<file path="config.mk">
export PLATFORM = sky130hd
export DESIGN_NAME = scc_sleep_ctrl
export DESIGN_NICKNAME = d
export VERILOG_FILES = /design/src/rtl/scc_pkg.sv /design/src/rtl/scc_periph_gate.sv /design/src/rtl/scc_sleep_ctrl.sv
export SDC_FILE = /design/constraint.sdc
export NUM_CORES = 1
export LEC_CHECK = 0
export BUFFER_PORTS_ARGS = -buffer_cell sky130_fd_sc_hd__buf_2
export CORE_UTILIZATION = 45
export DETAILED_ROUTE_END_ITERATION = 12
export PLACE_DENSITY = 0.73
export SLEW_MARGIN = 20
export SYNTH_ARGS = -nofsm -noshare
export SYNTH_HDL_FRONTEND = slang
export SYNTH_SLANG_ARGS = --single-unit
</file>
<file path="constraint.sdc">
create_clock -name clk_sys_i -period 1.65 [get_ports clk_sys_i]
set_clock_uncertainty 0.1 [all_clocks]
set_input_delay 0 -clock clk_sys_i [delete_from_list [all_inputs] [get_ports clk_sys_i]]
set_output_delay 0 -clock clk_sys_i [all_outputs]
set_load 0.03 [all_outputs]
</file>
<file path="src/rtl/scc_pkg.sv">
`default_nettype none
package scc_pkg;

  // Sleep mode encoding
  typedef enum logic [2:0] {
    SCC_MODE_IDLE = 3'h0,
    SCC_MODE_PDOWN = 3'h2,
    SCC_MODE_PSAVE = 3'h3,
    SCC_MODE_STDBY = 3'h6,
    SCC_MODE_ESTDBY = 3'h7
  } scc_mode_e;

  // Controller states, Gray along active -> drain -> sleep -> wake -> active
  typedef enum logic [1:0] {
    SCC_ST_ACTIVE = 2'h0,
    SCC_ST_DRAIN = 2'h1,
    SCC_ST_SLEEP = 2'h3,
    SCC_ST_WAKE = 2'h2
  } scc_state_e;

  // Wake sources grouped
  typedef struct packed {
    logic wire_match;
    logic async_pin;
    logic usb_resume;
    logic other_irq;
  } scc_wake_s;

  // Gated clock enables
  typedef struct packed {
    logic cpu;
    logic nvm;
    logic periph;
    logic rtc;
  } scc_clk_s;

  localparam int SCC_WAKE_HALT_CYC = 4;
  localparam logic [2:0] SCC_HALT_CNT_W_RST = 3'h0;
  localparam logic [2:0] SCC_MODE_RST = 3'h0;
  localparam logic [3:0] SCC_PSAVE_STOP = 4'hC;
  localparam logic [3:0] SCC_STDBY_STOP = 4'hC;
  localparam logic [3:0] SCC_ESTDBY_STOP = 4'hC;
  localparam logic [3:0] SCC_IDLE_STOP = 4'hC;
  localparam logic [3:0] SCC_PDOWN_STOP = 4'hF;
  localparam logic [3:0] SCC_CLK_RST = 4'hF;

endpackage : scc_pkg
`default_nettype wire

</file>
<file path="src/rtl/scc_periph_gate.sv">
`timescale 1ns/1ns
`default_nettype none
module scc_periph_gate
  import scc_pkg::*;
#(
  parameter int NUM_PERIPH = 8
)
(
  // Clock and reset
  input wire logic clk_sys_i,
  input wire logic reset_i,
  // Control
  input wire logic [NUM_PERIPH-1:0] reduce_i,
  input wire logic periph_run_i,
  // Gated enables
  output logic [NUM_PERIPH-1:0] periph_clk_en_o
);

  logic [NUM_PERIPH-1:0] en_r;
  logic [NUM_PERIPH-1:0] en_nxt;

  generate
    for (genvar g = 0; g < NUM_PERIPH; g++)
    begin : g_per
      // Stopped clock freezes state in place; no reset pulse is sent
      always_comb
      begin
        en_nxt[g] = periph_run_i & ~reduce_i[g]; // see R16
      end
    end
  endgenerate

  always_ff @(posedge clk_sys_i)
  begin
    if (reset_i)
      en_r <= '0;
    else
      en_r <= en_nxt;
  end

  assign periph_clk_en_o = en_r;

endmodule : scc_periph_gate
`default_nettype wire

</file>
<file path="src/rtl/scc_sleep_ctrl.sv">
// Operation
// Five sleep modes selectable: idle, power-down, power-save, standby, extended standby.
// Sleep may only be entered from active mode.
// Sleep instruction stops execution until an interrupt or reset wakes.
// Enabled peripheral interrupts and enabled resets return the device to active.
// Permitted wake sources depend on the configured sleep mode.
// Wake interrupt service runs, then code resumes after the sleep instruction.
// Higher priority pending interrupts are serviced first, in priority order.
// Core stays halted four cycles after every wake-up; after a wake-up by reset the code releases the core at once.
// Register file, SRAM and registers keep contents while asleep.
// Reset during sleep restarts fully, from the reset vector.
// Idle stops core and nonvolatile clocks after ongoing programming finishes.
// Idle keeps peripherals, interrupt controller, events running; any enabled interrupt wakes.
// Power-down stops every clock including the real-time counter source.
// Power-down wakes only on address match, async pin, or USB resume.
// Two-wire slave address match wakes from every sleep mode.
// Power reduction bits stop individual peripheral clocks, freezing their state.
// Peripheral gating acts in active and idle regardless of selected mode.
// Mode held in software setting; sleep instruction needs software enable.
// Other modes' clock stops are parameters, default core and nonvolatile stopped.
`timescale 1ns/1ns
`default_nettype none
module scc_sleep_ctrl
  import scc_pkg::*;
#(
  parameter int NUM_PERIPH = 8,
  parameter logic [3:0] PSAVE_STOP = SCC_PSAVE_STOP,
  parameter logic [3:0] STDBY_STOP = SCC_STDBY_STOP,
  parameter logic [3:0] ESTDBY_STOP = SCC_ESTDBY_STOP
)
(
  // Clock and reset
  input wire logic clk_sys_i,
  input wire logic reset_i,
  // Software configuration
  input wire logic sleep_en_i,
  input wire logic [2:0] sleep_mode_i,
  input wire logic [NUM_PERIPH-1:0] reduce_i,
  // Core side
  input wire logic sleep_instr_i,
  input wire logic nvm_busy_i,
  // Wake sources
  input wire scc_wake_s wake_i,
  // Core control
  output logic cpu_halt_o,
  output logic asleep_o,
  output logic wake_irq_o,
  output scc_clk_s clk_en_o,
  output logic [NUM_PERIPH-1:0] periph_clk_en_o
);

  // Refused at elaboration; a sleeping core must always lose its clock
  generate
    if (NUM_PERIPH < 1 || NUM_PERIPH > 64)
    begin : g_bad_periph
      $error("NUM_PERIPH out of range");
    end
    if (!PSAVE_STOP[3] || !STDBY_STOP[3] || !ESTDBY_STOP[3])
    begin : g_bad_stop
      $error("stop mask must stop the core clock");
    end
  endgenerate

  scc_state_e state_r, state_nxt;
  logic [2:0] mode_r, mode_nxt;
  logic [2:0] halt_cnt_r, halt_cnt_nxt;
  logic halt_r, halt_nxt;
  logic asleep_r, asleep_nxt;
  logic wirq_r, wirq_nxt;
  scc_clk_s clk_r, clk_nxt;
  logic mode_ok;
  logic wake_ok;
  logic [3:0] stop_set;

  // Mode decode: stop mask {cpu,nvm,periph,rtc}
  always_comb
  begin
    mode_ok = 1'b1;
    stop_set = SCC_IDLE_STOP;
    case (mode_r)
      SCC_MODE_IDLE: stop_set = SCC_IDLE_STOP; // see R11
      SCC_MODE_PDOWN: stop_set = SCC_PDOWN_STOP;
      SCC_MODE_PSAVE: stop_set = PSAVE_STOP;
      SCC_MODE_STDBY: stop_set = STDBY_STOP;
      SCC_MODE_ESTDBY: stop_set = ESTDBY_STOP;
      default: mode_ok = 1'b0;
    endcase
  end

  // Wake qualification per mode
  always_comb
  begin
    wake_ok = wake_i.wire_match;
    case (mode_r)
      SCC_MODE_PDOWN: wake_ok = wake_i.wire_match | wake_i.async_pin | wake_i.usb_resume;
      default: wake_ok = |wake_i; // see R04 see R05
    endcase
  end

  // Sleep sequence
  always_comb
  begin
    state_nxt = state_r;
    mode_nxt = mode_r;
    halt_cnt_nxt = halt_cnt_r;
    halt_nxt = halt_r;
    asleep_nxt = asleep_r;
    wirq_nxt = 1'b0;
    clk_nxt = clk_r;
    case (state_r)
      SCC_ST_ACTIVE:
      begin
        mode_nxt = sleep_mode_i;
        halt_nxt = 1'b0;
        // Only entry point into sleep is from here
        if (sleep_instr_i && sleep_en_i && mode_ok) // see R02
        begin
          halt_nxt = 1'b1;
          state_nxt = SCC_ST_DRAIN;
        end
      end
      SCC_ST_DRAIN:
      begin
        // Let programming finish before the memory clock stops
        if (!nvm_busy_i)
        begin
          clk_nxt = scc_clk_s'(~stop_set);
          asleep_nxt = 1'b1;
          state_nxt = SCC_ST_SLEEP;
        end
      end
      SCC_ST_SLEEP:
      begin
        if (wake_ok)
        begin
          clk_nxt = scc_clk_s'(SCC_CLK_RST);
          asleep_nxt = 1'b0;
          halt_cnt_nxt = 3'(SCC_WAKE_HALT_CYC - 1);
          state_nxt = SCC_ST_WAKE;
        end
      end
      SCC_ST_WAKE:
      begin
        // Core then vectors by priority and returns after the instruction
        if (halt_cnt_r == 3'h0)
        begin
          halt_nxt = 1'b0;
          wirq_nxt = 1'b1; // see R06
          state_nxt = SCC_ST_ACTIVE;
        end
        else
          halt_cnt_nxt = halt_cnt_r - 3'h1;
      end
      default: state_nxt = SCC_ST_ACTIVE;
    endcase
  end

  // Reset only touches control state; storage is kept elsewhere
  always_ff @(posedge clk_sys_i)
  begin
    if (reset_i) // see R10
    begin
      state_r <= SCC_ST_ACTIVE;
      mode_r <= SCC_MODE_RST;
      halt_cnt_r <= SCC_HALT_CNT_W_RST;
      halt_r <= 1'b0;
      asleep_r <= 1'b0;
      wirq_r <= 1'b0;
      clk_r <= scc_clk_s'(SCC_CLK_RST);
    end
    else
    begin
      state_r <= state_nxt;
      mode_r <= mode_nxt;
      halt_cnt_r <= halt_cnt_nxt;
      halt_r <= halt_nxt;
      asleep_r <= asleep_nxt;
      wirq_r <= wirq_nxt;
      clk_r <= clk_nxt;
    end
  end

  scc_periph_gate #(
    .NUM_PERIPH(NUM_PERIPH)
  ) u_gate (
    .clk_sys_i(clk_sys_i),
    .reset_i(reset_i),
    .reduce_i(reduce_i),
    .periph_run_i(clk_nxt.periph),
    .periph_clk_en_o(periph_clk_en_o)
  );

  assign cpu_halt_o = halt_r;
  assign asleep_o = asleep_r;
  assign wake_irq_o = wirq_r;
  assign clk_en_o = clk_r;

  // Checking aid only: cycles spent halted with clocks back on
  logic [2:0] wake_len_r, wake_len_nxt;

  always_comb
  begin
    wake_len_nxt = wake_len_r;
    if (state_r == SCC_ST_SLEEP)
      wake_len_nxt = 3'h0;
    else if (state_r == SCC_ST_WAKE && wake_len_r != 3'h7)
      wake_len_nxt = wake_len_r + 3'h1;
  end

  always_ff @(posedge clk_sys_i)
  begin
    if (reset_i)
      wake_len_r <= 3'h0;
    else
      wake_len_r <= wake_len_nxt;
  end

  halt_four_a: assert property (@(posedge clk_sys_i) disable iff (reset_i)
    $fell(asleep_r) && !$past(reset_i) |-> halt_r [*4] ##1 !halt_r)
    else $error("halt after wake not four cycles");
  entry_active_a: assert property (@(posedge clk_sys_i) disable iff (reset_i)
    (state_r == SCC_ST_DRAIN) |-> $past(state_r) == SCC_ST_ACTIVE || $past(state_r) == SCC_ST_DRAIN)
    else $error("sleep entered from non-active state");
  need_enable_a: assert property (@(posedge clk_sys_i) disable iff (reset_i)
    (state_r == SCC_ST_ACTIVE && sleep_instr_i && !sleep_en_i) |=> state_r == SCC_ST_ACTIVE)
    else $error("sleep taken while disabled");
  stop_exec_a: assert property (@(posedge clk_sys_i) disable iff (reset_i)
    asleep_r |-> halt_r && !clk_r.cpu)
    else $error("core running while asleep");
  nvm_drain_a: assert property (@(posedge clk_sys_i) disable iff (reset_i)
    (state_r == SCC_ST_DRAIN && nvm_busy_i) |=> !asleep_r && clk_r.nvm)
    else $error("nvm clock stopped during programming");
  idle_run_a: assert property (@(posedge clk_sys_i) disable iff (reset_i)
    (asleep_r && mode_r == SCC_MODE_IDLE) |-> clk_r.periph && clk_r.rtc)
    else $error("idle stopped peripherals");
  pdown_stop_a: assert property (@(posedge clk_sys_i) disable iff (reset_i)
    (asleep_r && mode_r == SCC_MODE_PDOWN) |-> clk_r == scc_clk_s'(4'h0))
    else $error("power-down left a clock running");
  pdown_wake_a: assert property (@(posedge clk_sys_i) disable iff (reset_i)
    (state_r == SCC_ST_SLEEP && mode_r == SCC_MODE_PDOWN && wake_i == scc_wake_s'(4'h1)) |=> asleep_r)
    else $error("power-down woke on disallowed source");
  match_wake_a: assert property (@(posedge clk_sys_i) disable iff (reset_i)
    (state_r == SCC_ST_SLEEP && wake_i.wire_match) |=> !asleep_r ##4 wake_irq_o)
    else $error("address match did not wake");
  gate_a: assert property (@(posedge clk_sys_i) disable iff (reset_i)
    (|(reduce_i & $past(reduce_i))) && !$past(reset_i) |-> ~|(periph_clk_en_o & $past(reduce_i)))
    else $error("reduced peripheral clock running");
  drain_take_a: assert property (@(posedge clk_sys_i) disable iff (reset_i)
    (state_r == SCC_ST_ACTIVE && sleep_instr_i && sleep_en_i && mode_ok && !reset_i)
    |=> state_r == SCC_ST_DRAIN && halt_r)
    else $error("enabled sleep not taken");
  bad_mode_a: assert property (@(posedge clk_sys_i) disable iff (reset_i)
    (state_r == SCC_ST_ACTIVE && !mode_ok && !reset_i)
    |=> state_r == SCC_ST_ACTIVE && !halt_r)
    else $error("sleep taken with undefined mode");
  stay_asleep_a: assert property (@(posedge clk_sys_i) disable iff (reset_i)
    (state_r == SCC_ST_SLEEP && !wake_ok && !reset_i)
    |=> state_r == SCC_ST_SLEEP && asleep_r && halt_r)
    else $error("left sleep without a wake source");
  wake_restore_a: assert property (@(posedge clk_sys_i) disable iff (reset_i)
    (state_r == SCC_ST_SLEEP && wake_ok && !reset_i)
    |=> !asleep_r && halt_r && clk_r == scc_clk_s'(SCC_CLK_RST))
    else $error("clocks not restored on wake");
  any_wake_a: assert property (@(posedge clk_sys_i) disable iff (reset_i)
    (state_r == SCC_ST_SLEEP && mode_r != SCC_MODE_PDOWN && (|wake_i) && !reset_i)
    |=> !asleep_r)
    else $error("enabled interrupt did not wake");
  wake_pulse_a: assert property (@(posedge clk_sys_i) disable iff (reset_i)
    wirq_r
    |-> !halt_r && !asleep_r && state_r == SCC_ST_ACTIVE ##1 !wirq_r)
    else $error("release pulse malformed");
  halt_len_a: assert property (@(posedge clk_sys_i) disable iff (reset_i)
    wirq_r
    |-> wake_len_r == 3'(SCC_WAKE_HALT_CYC))
    else $error("halted cycles after wake wrong");
  mode_hold_a: assert property (@(posedge clk_sys_i) disable iff (reset_i)
    (state_r != SCC_ST_ACTIVE && !reset_i)
    |=> $stable(mode_r))
    else $error("mode changed while asleep");
  reset_state_a: assert property (@(posedge clk_sys_i)
    reset_i
    |=> state_r == SCC_ST_ACTIVE && !asleep_r && !halt_r && !wirq_r && clk_r == scc_clk_s'(SCC_CLK_RST))
    else $error("reset did not return to active");
  drain_order_a: assert property (@(posedge clk_sys_i) disable iff (reset_i)
    $rose(asleep_r) && !$past(reset_i)
    |-> $past(state_r) == SCC_ST_DRAIN && !$past(nvm_busy_i))
    else $error("slept before programming finished");
  gate_run_a: assert property (@(posedge clk_sys_i) disable iff (reset_i)
    ((asleep_r && mode_r == SCC_MODE_IDLE) || (state_r == SCC_ST_ACTIVE && $past(state_r) == SCC_ST_ACTIVE))
    && !$past(reset_i) |-> periph_clk_en_o == ~$past(reduce_i))
    else $error("gating wrong in active or idle");
  pdown_gate_a: assert property (@(posedge clk_sys_i) disable iff (reset_i)
    asleep_r && mode_r == SCC_MODE_PDOWN
    |-> periph_clk_en_o == '0)
    else $error("peripheral clock running in power-down");
  stop_mask_a: assert property (@(posedge clk_sys_i) disable iff (reset_i)
    asleep_r && mode_r == SCC_MODE_PSAVE
    |-> clk_r == scc_clk_s'(~PSAVE_STOP))
    else $error("power-save clocks differ from mask");

  sleep_idle_c: cover property (@(posedge clk_sys_i) asleep_r && mode_r == SCC_MODE_IDLE);
  sleep_pdown_c: cover property (@(posedge clk_sys_i) asleep_r && mode_r == SCC_MODE_PDOWN);
  wake_done_c: cover property (@(posedge clk_sys_i) wirq_r);
  reset_sleep_c: cover property (@(posedge clk_sys_i) asleep_r && reset_i);
  refuse_mode_c: cover property (@(posedge clk_sys_i) state_r == SCC_ST_ACTIVE && sleep_instr_i && sleep_en_i && !mode_ok);

endmodule : scc_sleep_ctrl
`default_nettype wire

</file>
## Word-level counts from Yosys, hierarchy flattened

Index checks and enable logic that the tools add are counted.

| storage, ports and cells | value |
|---|---|
| register bits after elaboration | 23 |
| output and inout bits | 15 |

| cells by class | value |
|---|---|
| add/sub/neg operators | 1 |
| equality and inequality tests | 12 |
| mux-type cells | 21 |
| bitwise logic cells | 20 |
| reductions and logical operators | 15 |

Operator list:

| operator | number |
|---|---|
| 2-to-1 mux 2 bit | 5 |
| != test 2 bit (second input constant) | 5 |
| inverter 1 bit | 9 |
| AND 1 bit | 8 |
| 2-to-1 mux 4 bit | 2 |
| case mux 2 bit (4 select lines) | 1 |
| case mux 4 bit (2 select lines) | 1 |
| 2-to-1 mux 1 bit | 7 |
| equality test 3 x 2 -> 1 bit (second input constant) | 2 |
| equality test 3 bit (second input constant) | 2 |
| zero test 3 bit | 2 |
| 2-to-1 mux 3 bit | 2 |
| case mux 3 bit (2 select lines) | 1 |
| AND reduction 3 bit | 2 |
| nonzero test 2 bit | 3 |
| OR reduction 5 bit | 1 |
| equality test 2 bit (second input constant) | 2 |
| inverter 4 bit | 1 |
| case mux 1 bit (2 select lines) | 2 |
| AND reduction 4 bit | 1 |
| OR reduction 4 bit | 1 |
| subtractor 3 x 1 -> 3 bit (second input constant) | 1 |
| equality test 2 x 1 -> 1 bit (second input constant) | 1 |
| logical AND 1 bit | 2 |
| 4 further kinds | 5 |

## Longest topological paths before layout

Gate-level depths: netlist of run 1.

| depth | value |
|---|---|
| depth after elaboration | 6 |
| depth in mapped cells | 6 |
| depth with buffers taken out | 6 |

## Hierarchy

From an unflattened synthesis of run 1, not the netlist that was laid out.

| second synthesis, totals | value |
|---|---|
| cells, all modules | 90 |
| area total of the unflattened synthesis | 924.6 um^2 |

By module, submodules not included:

| module | times used | cells each | area an instance (um^2) | sequential area each (um^2) |
|---|---|---|---|---|
| scc_sleep_ctrl | 1 | 73 | 653.1 | 280.3 |
| scc_periph_gate | 1 | 17 | 271.5 | 160.2 |

## Worst setup path after synthesis of run 1

OpenSTA, ideal clock, no wires.

| timing | value |
|---|---|
| path kind | flip-flop to flip-flop |
| start | reg mode_r[1] |
| end | reg halt_cnt_r[0] |
| setup time | 120 ps |
| data arrival time | 1190 ps |
| data required time | 1430 ps |
| slack | 240 ps |
| cell stages (with the launch flop) | 5 |
| path buffers | 0 |
| cell sequence | dfxtp_1 -> or3b_4 -> a21oi_4 -> nor2_2 -> o31a_1 |

| between the ends | value |
|---|---|
| longest elaborated chain between the ends | 4 |

Ends and longest elaborated chain:

| what | line | text |
|---|---|---|
| start: declaration | scc_sleep_ctrl.sv:65 | `logic [2:0] mode_r, mode_nxt;` |
| start signal: assignment | scc_sleep_ctrl.sv:174 | `mode_r <= mode_nxt;` |
| equality test 3 x 2 -> 1 bit | scc_sleep_ctrl.sv:94 | `case (mode_r)` |
| 2-to-1 mux 1 bit | scc_sleep_ctrl.sv:94 |  |
| != test 2 bit (no line) | - |  |
| AND reduction 3 bit (no line) | - |  |
| end signal: assignment | scc_sleep_ctrl.sv:175 | `halt_cnt_r <= halt_cnt_nxt;` |
| end: declaration | scc_sleep_ctrl.sv:66 | `logic [2:0] halt_cnt_r, halt_cnt_nxt;` |

Every way passes these cells.
A chain may end at the register's enable or synchronous reset.

## Final worst setup path of run 1

| timing | value |
|---|---|
| start | reg mode_r[1] |
| end | reg halt_cnt_r[1] |

Same word-level chain as after synthesis.

==> results.yml, run 1 <==
floorplan:
  die_x_um: 45.61
  num_rows: 15
  die_area_mm2: 0.002080
  core_mm2: 0.001745
  ios: 35
  die-height_um: 45.61
  initial_utilization_pct: 49.03
yosys:
  synth_top_area_share_pct: 51.46
  yosysTopAreaCell: "dfxtp_1"
  syn_area_per_cell_um2: 9.104
  netlist_instances: 94
  syn_area_um2: 855.8
  yosysUniqueCellTypes: 27
  synth-warning-count: 0
  synth_nets: 116
  ys_seq_area_share_pct: 51.46
  ys_ff_latch: 22
  synthFlopType: "dfxtp_1"
  synth-edff-count: 0
  yosys-top-cells-count: "dfxtp_1 (22), nor2_1 (15), nand2_1 (9)"
  yosysMostFrequentCell: "dfxtp_1"
  async_flop_share_pct: 0
  synth.top_cells.by_area: "dfxtp_1 (51%), nor2_1 (6.6%), a21oi_1 (4.1%)"
clock_network:
  max-clock-path-buffers: 2
  numCtsBuffers: 3
  cts.sinks: 22
  worstSkewPairLatency_ns: 0.29
  clk_pin_slew_ns: 0.11
  root_buffer: "clkbuf_4"
  cts_tree: "built"
  htree_levels: 1
detailed_routing:
  drtAntennaViolNets: 0
  vias: 829
  initialDrtViolationCount: 11
  drt-vias-per-instance: 4.820
  drt_pass1_iterations: 4
  drc: 0
  wl_mm: 1.982
  wl_per_cell_um: 11.52
place:
  gp_congestion: 0.7378
  place_area_mm2: 0.001061
  hpwlAfterDp_mm: 1.321
  portBuffers: 34
  pre_cts_slack_ns: 0.1545
power_and_ir_drop:
  peakVddDrop_mv: 0.9138
  leakage_nw: 0.5523
  seqPwrFrac_pct: 54.0
  switching_power_uw: 318.6
  pwr-share-clk_pct: 21.0
  comb_power_share_pct: 25.0
  swShare_pct: 29.10
  cellPowerDensity_mw_per_mm2: 866.3
  p_int_uw: 776.1
  finalPower_mw: 1.095
timing:
  relSlewSlack_pct: 77.02
  timing.final.hold_violations: 0
  rsz0062_at_grt: "no"
  tns_ns: 0
  fmax_mhz: 659.7
  period_share_pct: 91.87
  drv_slew: 0
  setup_violations: 0
  min_period_ns: 1.516
  setup_ws_ns: 0.1341
  worst_pin_slew_ns: 0.3443
critical_path:
  arrival_ns: 1.60
  end_kind: "register"
  cp-start-kind: "register"
  required_ns: 1.74
  crit_type: "reg -> reg"
  cp_max_fo: 3
global_routing:
  antenna_found_initial: 0
  grt_usage_pct: 21.29
  grt_pass1_wl_mm: 3.194
  grt_pass1_vias: 820
  grt_max_degree: 15
  grt_overflow: 0
status:
  status: "completed"
finish:
  nets: 171
  fillers: 137
  areaGrowthSynthToFinish_pct: 47.66
  final_area_mm2: 0.001264
  antenna_cells: 0
  drive_gt1_share_pct: 36.05
run:
  max-cap-violations: 0
worst_hold_path:
  hp-class: "in -> reg"
[placed cells by master, fill, tap and decap left out, drive strengths merged]
| cell | netlist | layout |
|---|---|---|
| buf | 1 | 39 |
| dfxtp | 22 | 22 |
| nor2 | 16 | 16 |
| dlygate4sd3 | 0 | 15 |
| nand2 | 9 | 9 |
| a21oi | 8 | 8 |
| o21ai | 7 | 7 |
| nand2b | 4 | 4 |
| inv | 3 | 3 |
| clkbuf | 3 | 3 |
| o2111ai | 2 | 2 |
| nor3b | 2 | 2 |
| nor3 | 2 | 2 |
| o31a | 2 | 2 |
| or3b | 2 | 2 |
| ha | 2 | 2 |
| or3 | 1 | 1 |
| a32oi | 1 | 1 |
| a21o | 1 | 1 |
| nor2b | 1 | 1 |
| a31oi | 1 | 1 |
| a211o | 1 | 1 |
| xnor2 | 1 | 1 |
| o21ba | 1 | 1 |
| o2bb2ai | 1 | 1 |
[flip-flops by register name, indices dropped and copies added, names as in the netlist]
register,flops
u_gate.periph_clk_en_o,8
clk_en_o,3
halt_cnt_r,3
mode_r,3
state_r,2
asleep_o,1
cpu_halt_o,1
wake_irq_o,1
[worst max-delay path, stage by stage (launching register included)]
cell     delay (ns)
dfxtp_1        0.37
or3b_4         0.42
a21oi_4        0.19
nor2_2         0.07
o31a_1         0.27
[stage by stage]
step                hold WS (ns)  utilization [%]  instances
finish                   0.02869            72.40        172
global route             0.04044            72.40        172
CTS                      0.02304            71.25        171
detailed placement       0.05806            60.79        152
global placement         0.05538            60.79        152
floorplan               -0.02762                -         94
[cell families (layout without fill, tap and decap cells)]
| group | Yosys count | after routing | share of synthesized area (%) |
|---|---|---|---|
| simple gates | 37 | 37 | 20.91 |
| compound gates | 25 | 25 | 20.18 |
| flops | 22 | 22 | 51.46 |
| buf+inv | 7 | 60 | 3.509 |
| fa+ha+maj | 2 | 2 | 2.924 |
| xor+xnor | 1 | 1 | 1.024 |
[path summary, 6_finish.rpt]
| kind | startpoint | to | slack, ns | cells past startpoint |
|---|---|---|---|---|
| worst max register to register | mode_r[1]$_SDFFE_PP0P_ | halt_cnt_r[1]$_SDFFE_PP0P_ | 0.13 | 4 |
| worst min register to register | clk_en_o[3]$_SDFFE_PP1P_ | clk_en_o[3]$_SDFFE_PP1P_ | 0.37 | 2 |
| worst max-delay path | mode_r[1]$_SDFFE_PP0P_ | halt_cnt_r[1]$_SDFFE_PP0P_ | 0.13 | 4 |
| worst min-delay path | wake_i[0] | halt_cnt_r[2]$_SDFFE_PP0P_ | 0.03 | 4 |
[final cells by class]
cell class                 instances  area [um2]  area share [%]
multi-input combinational         65       394.1           31.19
sequential                        22       446.7           35.35
clock buffer                       3       22.52           1.782
inverter                           3       11.26          0.8911
tap                               25       31.28           2.475
timing repair buffer              54       357.8           28.32
[per-layer routing]
metal	part of all wire (%)	track usage, %
met2	55	42.86
met4	0.96	5.455
met1	41	22.72
met3	3.2	2.381
met5	0	0
[power groups by stage]
stage	clock [mW]	combinational [mW]	sequential, mW
4_1_cts	0.234	0.269	0.592
3_5_place_dp	0	0.239	0.604
5_1_grt	0.248	0.300	0.597
6_report	0.230	0.274	0.591
3_3_place_gp	0	0.234	0.602
2_1_floorplan	0	0.109	0.650
[what timing repair did]
action | CTS | global route
setup buffers | 0 | 2
endpoints found under the setup margin | 0 | 1
resized for setup | 0 | 7
endpoints found under the hold margin | 18 | 0
hold buffers | 16 | 0
No activity file was read; power rests on OpenSTA's default activity.
==> run 2, diff against run 1 <==
--- a/config.mk
+++ b/config.mk
@@ -6,10 +6,9 @@
 export NUM_CORES = 1
 export LEC_CHECK = 0
 export BUFFER_PORTS_ARGS = -buffer_cell sky130_fd_sc_hd__buf_2
-export CORE_UTILIZATION = 45
+export CORE_UTILIZATION = 44
 export DETAILED_ROUTE_END_ITERATION = 12
-export PLACE_DENSITY = 0.73
-export SLEW_MARGIN = 20
+export PLACE_DENSITY = 0.72
 export SYNTH_ARGS = -nofsm -noshare
 export SYNTH_HDL_FRONTEND = slang
 export SYNTH_SLANG_ARGS = --single-unit
==> run 2 against run 1 <==
  * Via count up 2.1%
  * First-iteration DRC count decreased by 36%
  * Die area rose by 2.2%
  * Sequential cell count stayed put
  * Setup slack got worse by 0.0034 ns
==> results.yml, run 2 (synthesized netlist as in run 1, its figures left out) <==
floorplan:
  num_rows: 15
  initial_utilization_pct: 48.00
  die_x_um: 46.10
  die_area_mm2: 0.002125
  die-height_um: 46.10
  core_mm2: 0.001783
  ios: 35
clock_network:
  cts.sinks: 22
  root_buffer: "clkbuf_4"
  max-clock-path-buffers: 2
  numCtsBuffers: 3
  htree_levels: 1
  cts_tree: "built"
  worstSkewPairLatency_ns: 0.30
  clk_pin_slew_ns: 0.12
  post-cts-setup-buffers: 0
timing:
  tns_ns: 0
  min_period_ns: 1.519
  holdWs_ns: 0.009092
  setup_violations: 0
  rsz0062_at_grt: "no"
  period_share_pct: 92.08
  relSlewSlack_pct: 78.80
  drv_slew: 0
  timing.final.hold_violations: 0
  worst_pin_slew_ns: 0.3176
  fmax_mhz: 658.2
  setup_ws_ns: 0.1307
global_routing:
  antenna_found_initial: 0
  grt_pass1_vias: 839
  grt_max_degree: 15
  grt_usage_pct: 21.94
  grt_overflow: 0
  grt_pass1_wl_mm: 3.277
critical_path:
  crit_path_max_incr_delay_ns: 0.42
  cp_cell_sequence: "or3b_4 > a21oi_4 > nor2_2 > o31a_1"
  cp_max_fo: 3
  r2r-start: "mode_r[1]$_SDFFE_PP0P_"
  cp_slowest_cell: "or3b_4"
  cp_top_family: "simple AND/OR/NAND/NOR gates"
  cp.buffers_inverters: 0
  critPathLaunch: "mode_r[1]$_SDFFE_PP0P_"
  critPathCapture: "halt_cnt_r[0]$_SDFFE_PP0P_"
  reg2reg_slack_ns: 0.13
  worst-path-stages: 4
  required_ns: 1.75
  cp-start-kind: "register"
  crit_type: "reg -> reg"
  end_kind: "register"
  regToRegEndpoint: "halt_cnt_r[0]$_SDFFE_PP0P_"
  arrival_ns: 1.62
  r2r_cells: 4
detailed_routing:
  initialDrtViolationCount: 7
  wl_per_cell_um: 11.81
  drc: 0
  drt_pass1_iterations: 3
  drt-vias-per-instance: 4.919
  drtAntennaViolNets: 0
  vias: 846
  wl_mm: 2.031
power_and_ir_drop:
  switching_power_uw: 331.0
  seqPwrFrac_pct: 46.5
  leakage_nw: 0.5606
  pwr-share-clk_pct: 31.4
  peakVddDrop_mv: 0.6808
  swShare_pct: 26.02
  comb_power_share_pct: 22.1
  p_int_uw: 941.3
  cellPowerDensity_mw_per_mm2: 990.1
finish:
  nets: 170
  drive_gt1_share_pct: 35.37
  fillers: 138
  most-common-layout-cells: "buf_2 (34), dfxtp_1 (19), nor2_1 (15), dlygate4sd3_1 (15), nand2_1 (9)"
  final_common_cell: "buf_2"
  antenna_cells: 0
  areaGrowthSynthToFinish_pct: 50.15
  largest_reg_flops: 8
status:
  status: "completed"
worst_hold_path:
  hp-class: "in -> reg"
  min_from: "wake_i[0]"
place:
  hpwlAfterDp_mm: 1.429
  portBuffers: 34
  gp_congestion: 0.7854
  pre_cts_slack_ns: 0.1498
run:
  max-cap-violations: 0
## run 2: cell types whose count changed in the layout (fill, tap and decap cells not counted)
cell | previous run | this run
buf_4 | 5 | 3
buf_6 | 0 | 1
bufinv_16 | 0 | 1
dfxtp_2 | 2 | 3
dfxtp_4 | 1 | 0
nand2_1 | 8 | 9
nand2_2 | 1 | 0
## run 2: per-stage QoR
step	cell area, um2	std cells	total power, mW	util [%]
floorplan	855.8	94	0.7589	-
global placement	1069	153	0.8428	59.93
detailed placement	1069	153	0.8530	59.93
CTS	1281	173	1.285	71.86
global route	1285	172	1.325	72.07
finish	1285	172	1.272	72.07
## run 2: worst min path at each step
stage	slack (ns)	endpoint	cells after the start
6_report	0.009	halt_cnt_r[2]$_SDFFE_PP0P_	4
5_1_grt	0.06	halt_cnt_r[2]$_SDFFE_PP0P_	4
4_1_cts	0.00001	halt_cnt_r[2]$_SDFFE_PP0P_	4
3_5_place_dp	0.06	u_gate.periph_clk_en_o[1]$_SDFF_PP0_	2
3_3_place_gp	0.05	u_gate.periph_clk_en_o[5]$_SDFF_PP0_	2
2_1_floorplan	-0.03	u_gate.periph_clk_en_o[0]$_SDFF_PP0_	1
## run 2: area by class of cell
cell class | count | area (um2) | share of cell area [%]
repair buffers | 53 | 354.1 | 27.56
clock buffers | 3 | 22.52 | 1.753
multi-input cells | 65 | 391.6 | 30.48
clock inverters | 1 | 30.03 | 2.337
flip-flops and latches | 22 | 444.2 | 34.57
well taps | 25 | 31.28 | 2.434
inverters | 3 | 11.26 | 0.8763
## run 2: worst min-delay path, cell delays in order
cell	delay, ns
buf_2	0.11
a21oi_4	0.06
nor2_2	0.14
nor3_1	0.07
## run 2: what timing repair did
item	4_1_cts	5_1_grt
resized for setup	0	6
hold buffers	16	0
endpoints found under the hold margin	17	0
setup endpoints to repair	0	1
## run 2: per-layer routing
layer / wire length (um) / up-vias / global-route usage (%)
met4: 4 / 0 / 2.353
met3: 79 / 2 / 7.059
met2: 1096 / 23 / 42.25
li1: - / 429 / -
met5: 0 / - / 0
met1: 850 / 392 / 23.60
## run 2: power groups by stage
stage | clock network, mW | registers (mW) | logic, mW
floorplan | 0 | 0.650 | 0.109
global placement | 0 | 0.600 | 0.242
detailed placement | 0 | 0.602 | 0.251
CTS | 0.414 | 0.590 | 0.280
global route | 0.423 | 0.596 | 0.306
finish | 0.400 | 0.591 | 0.281
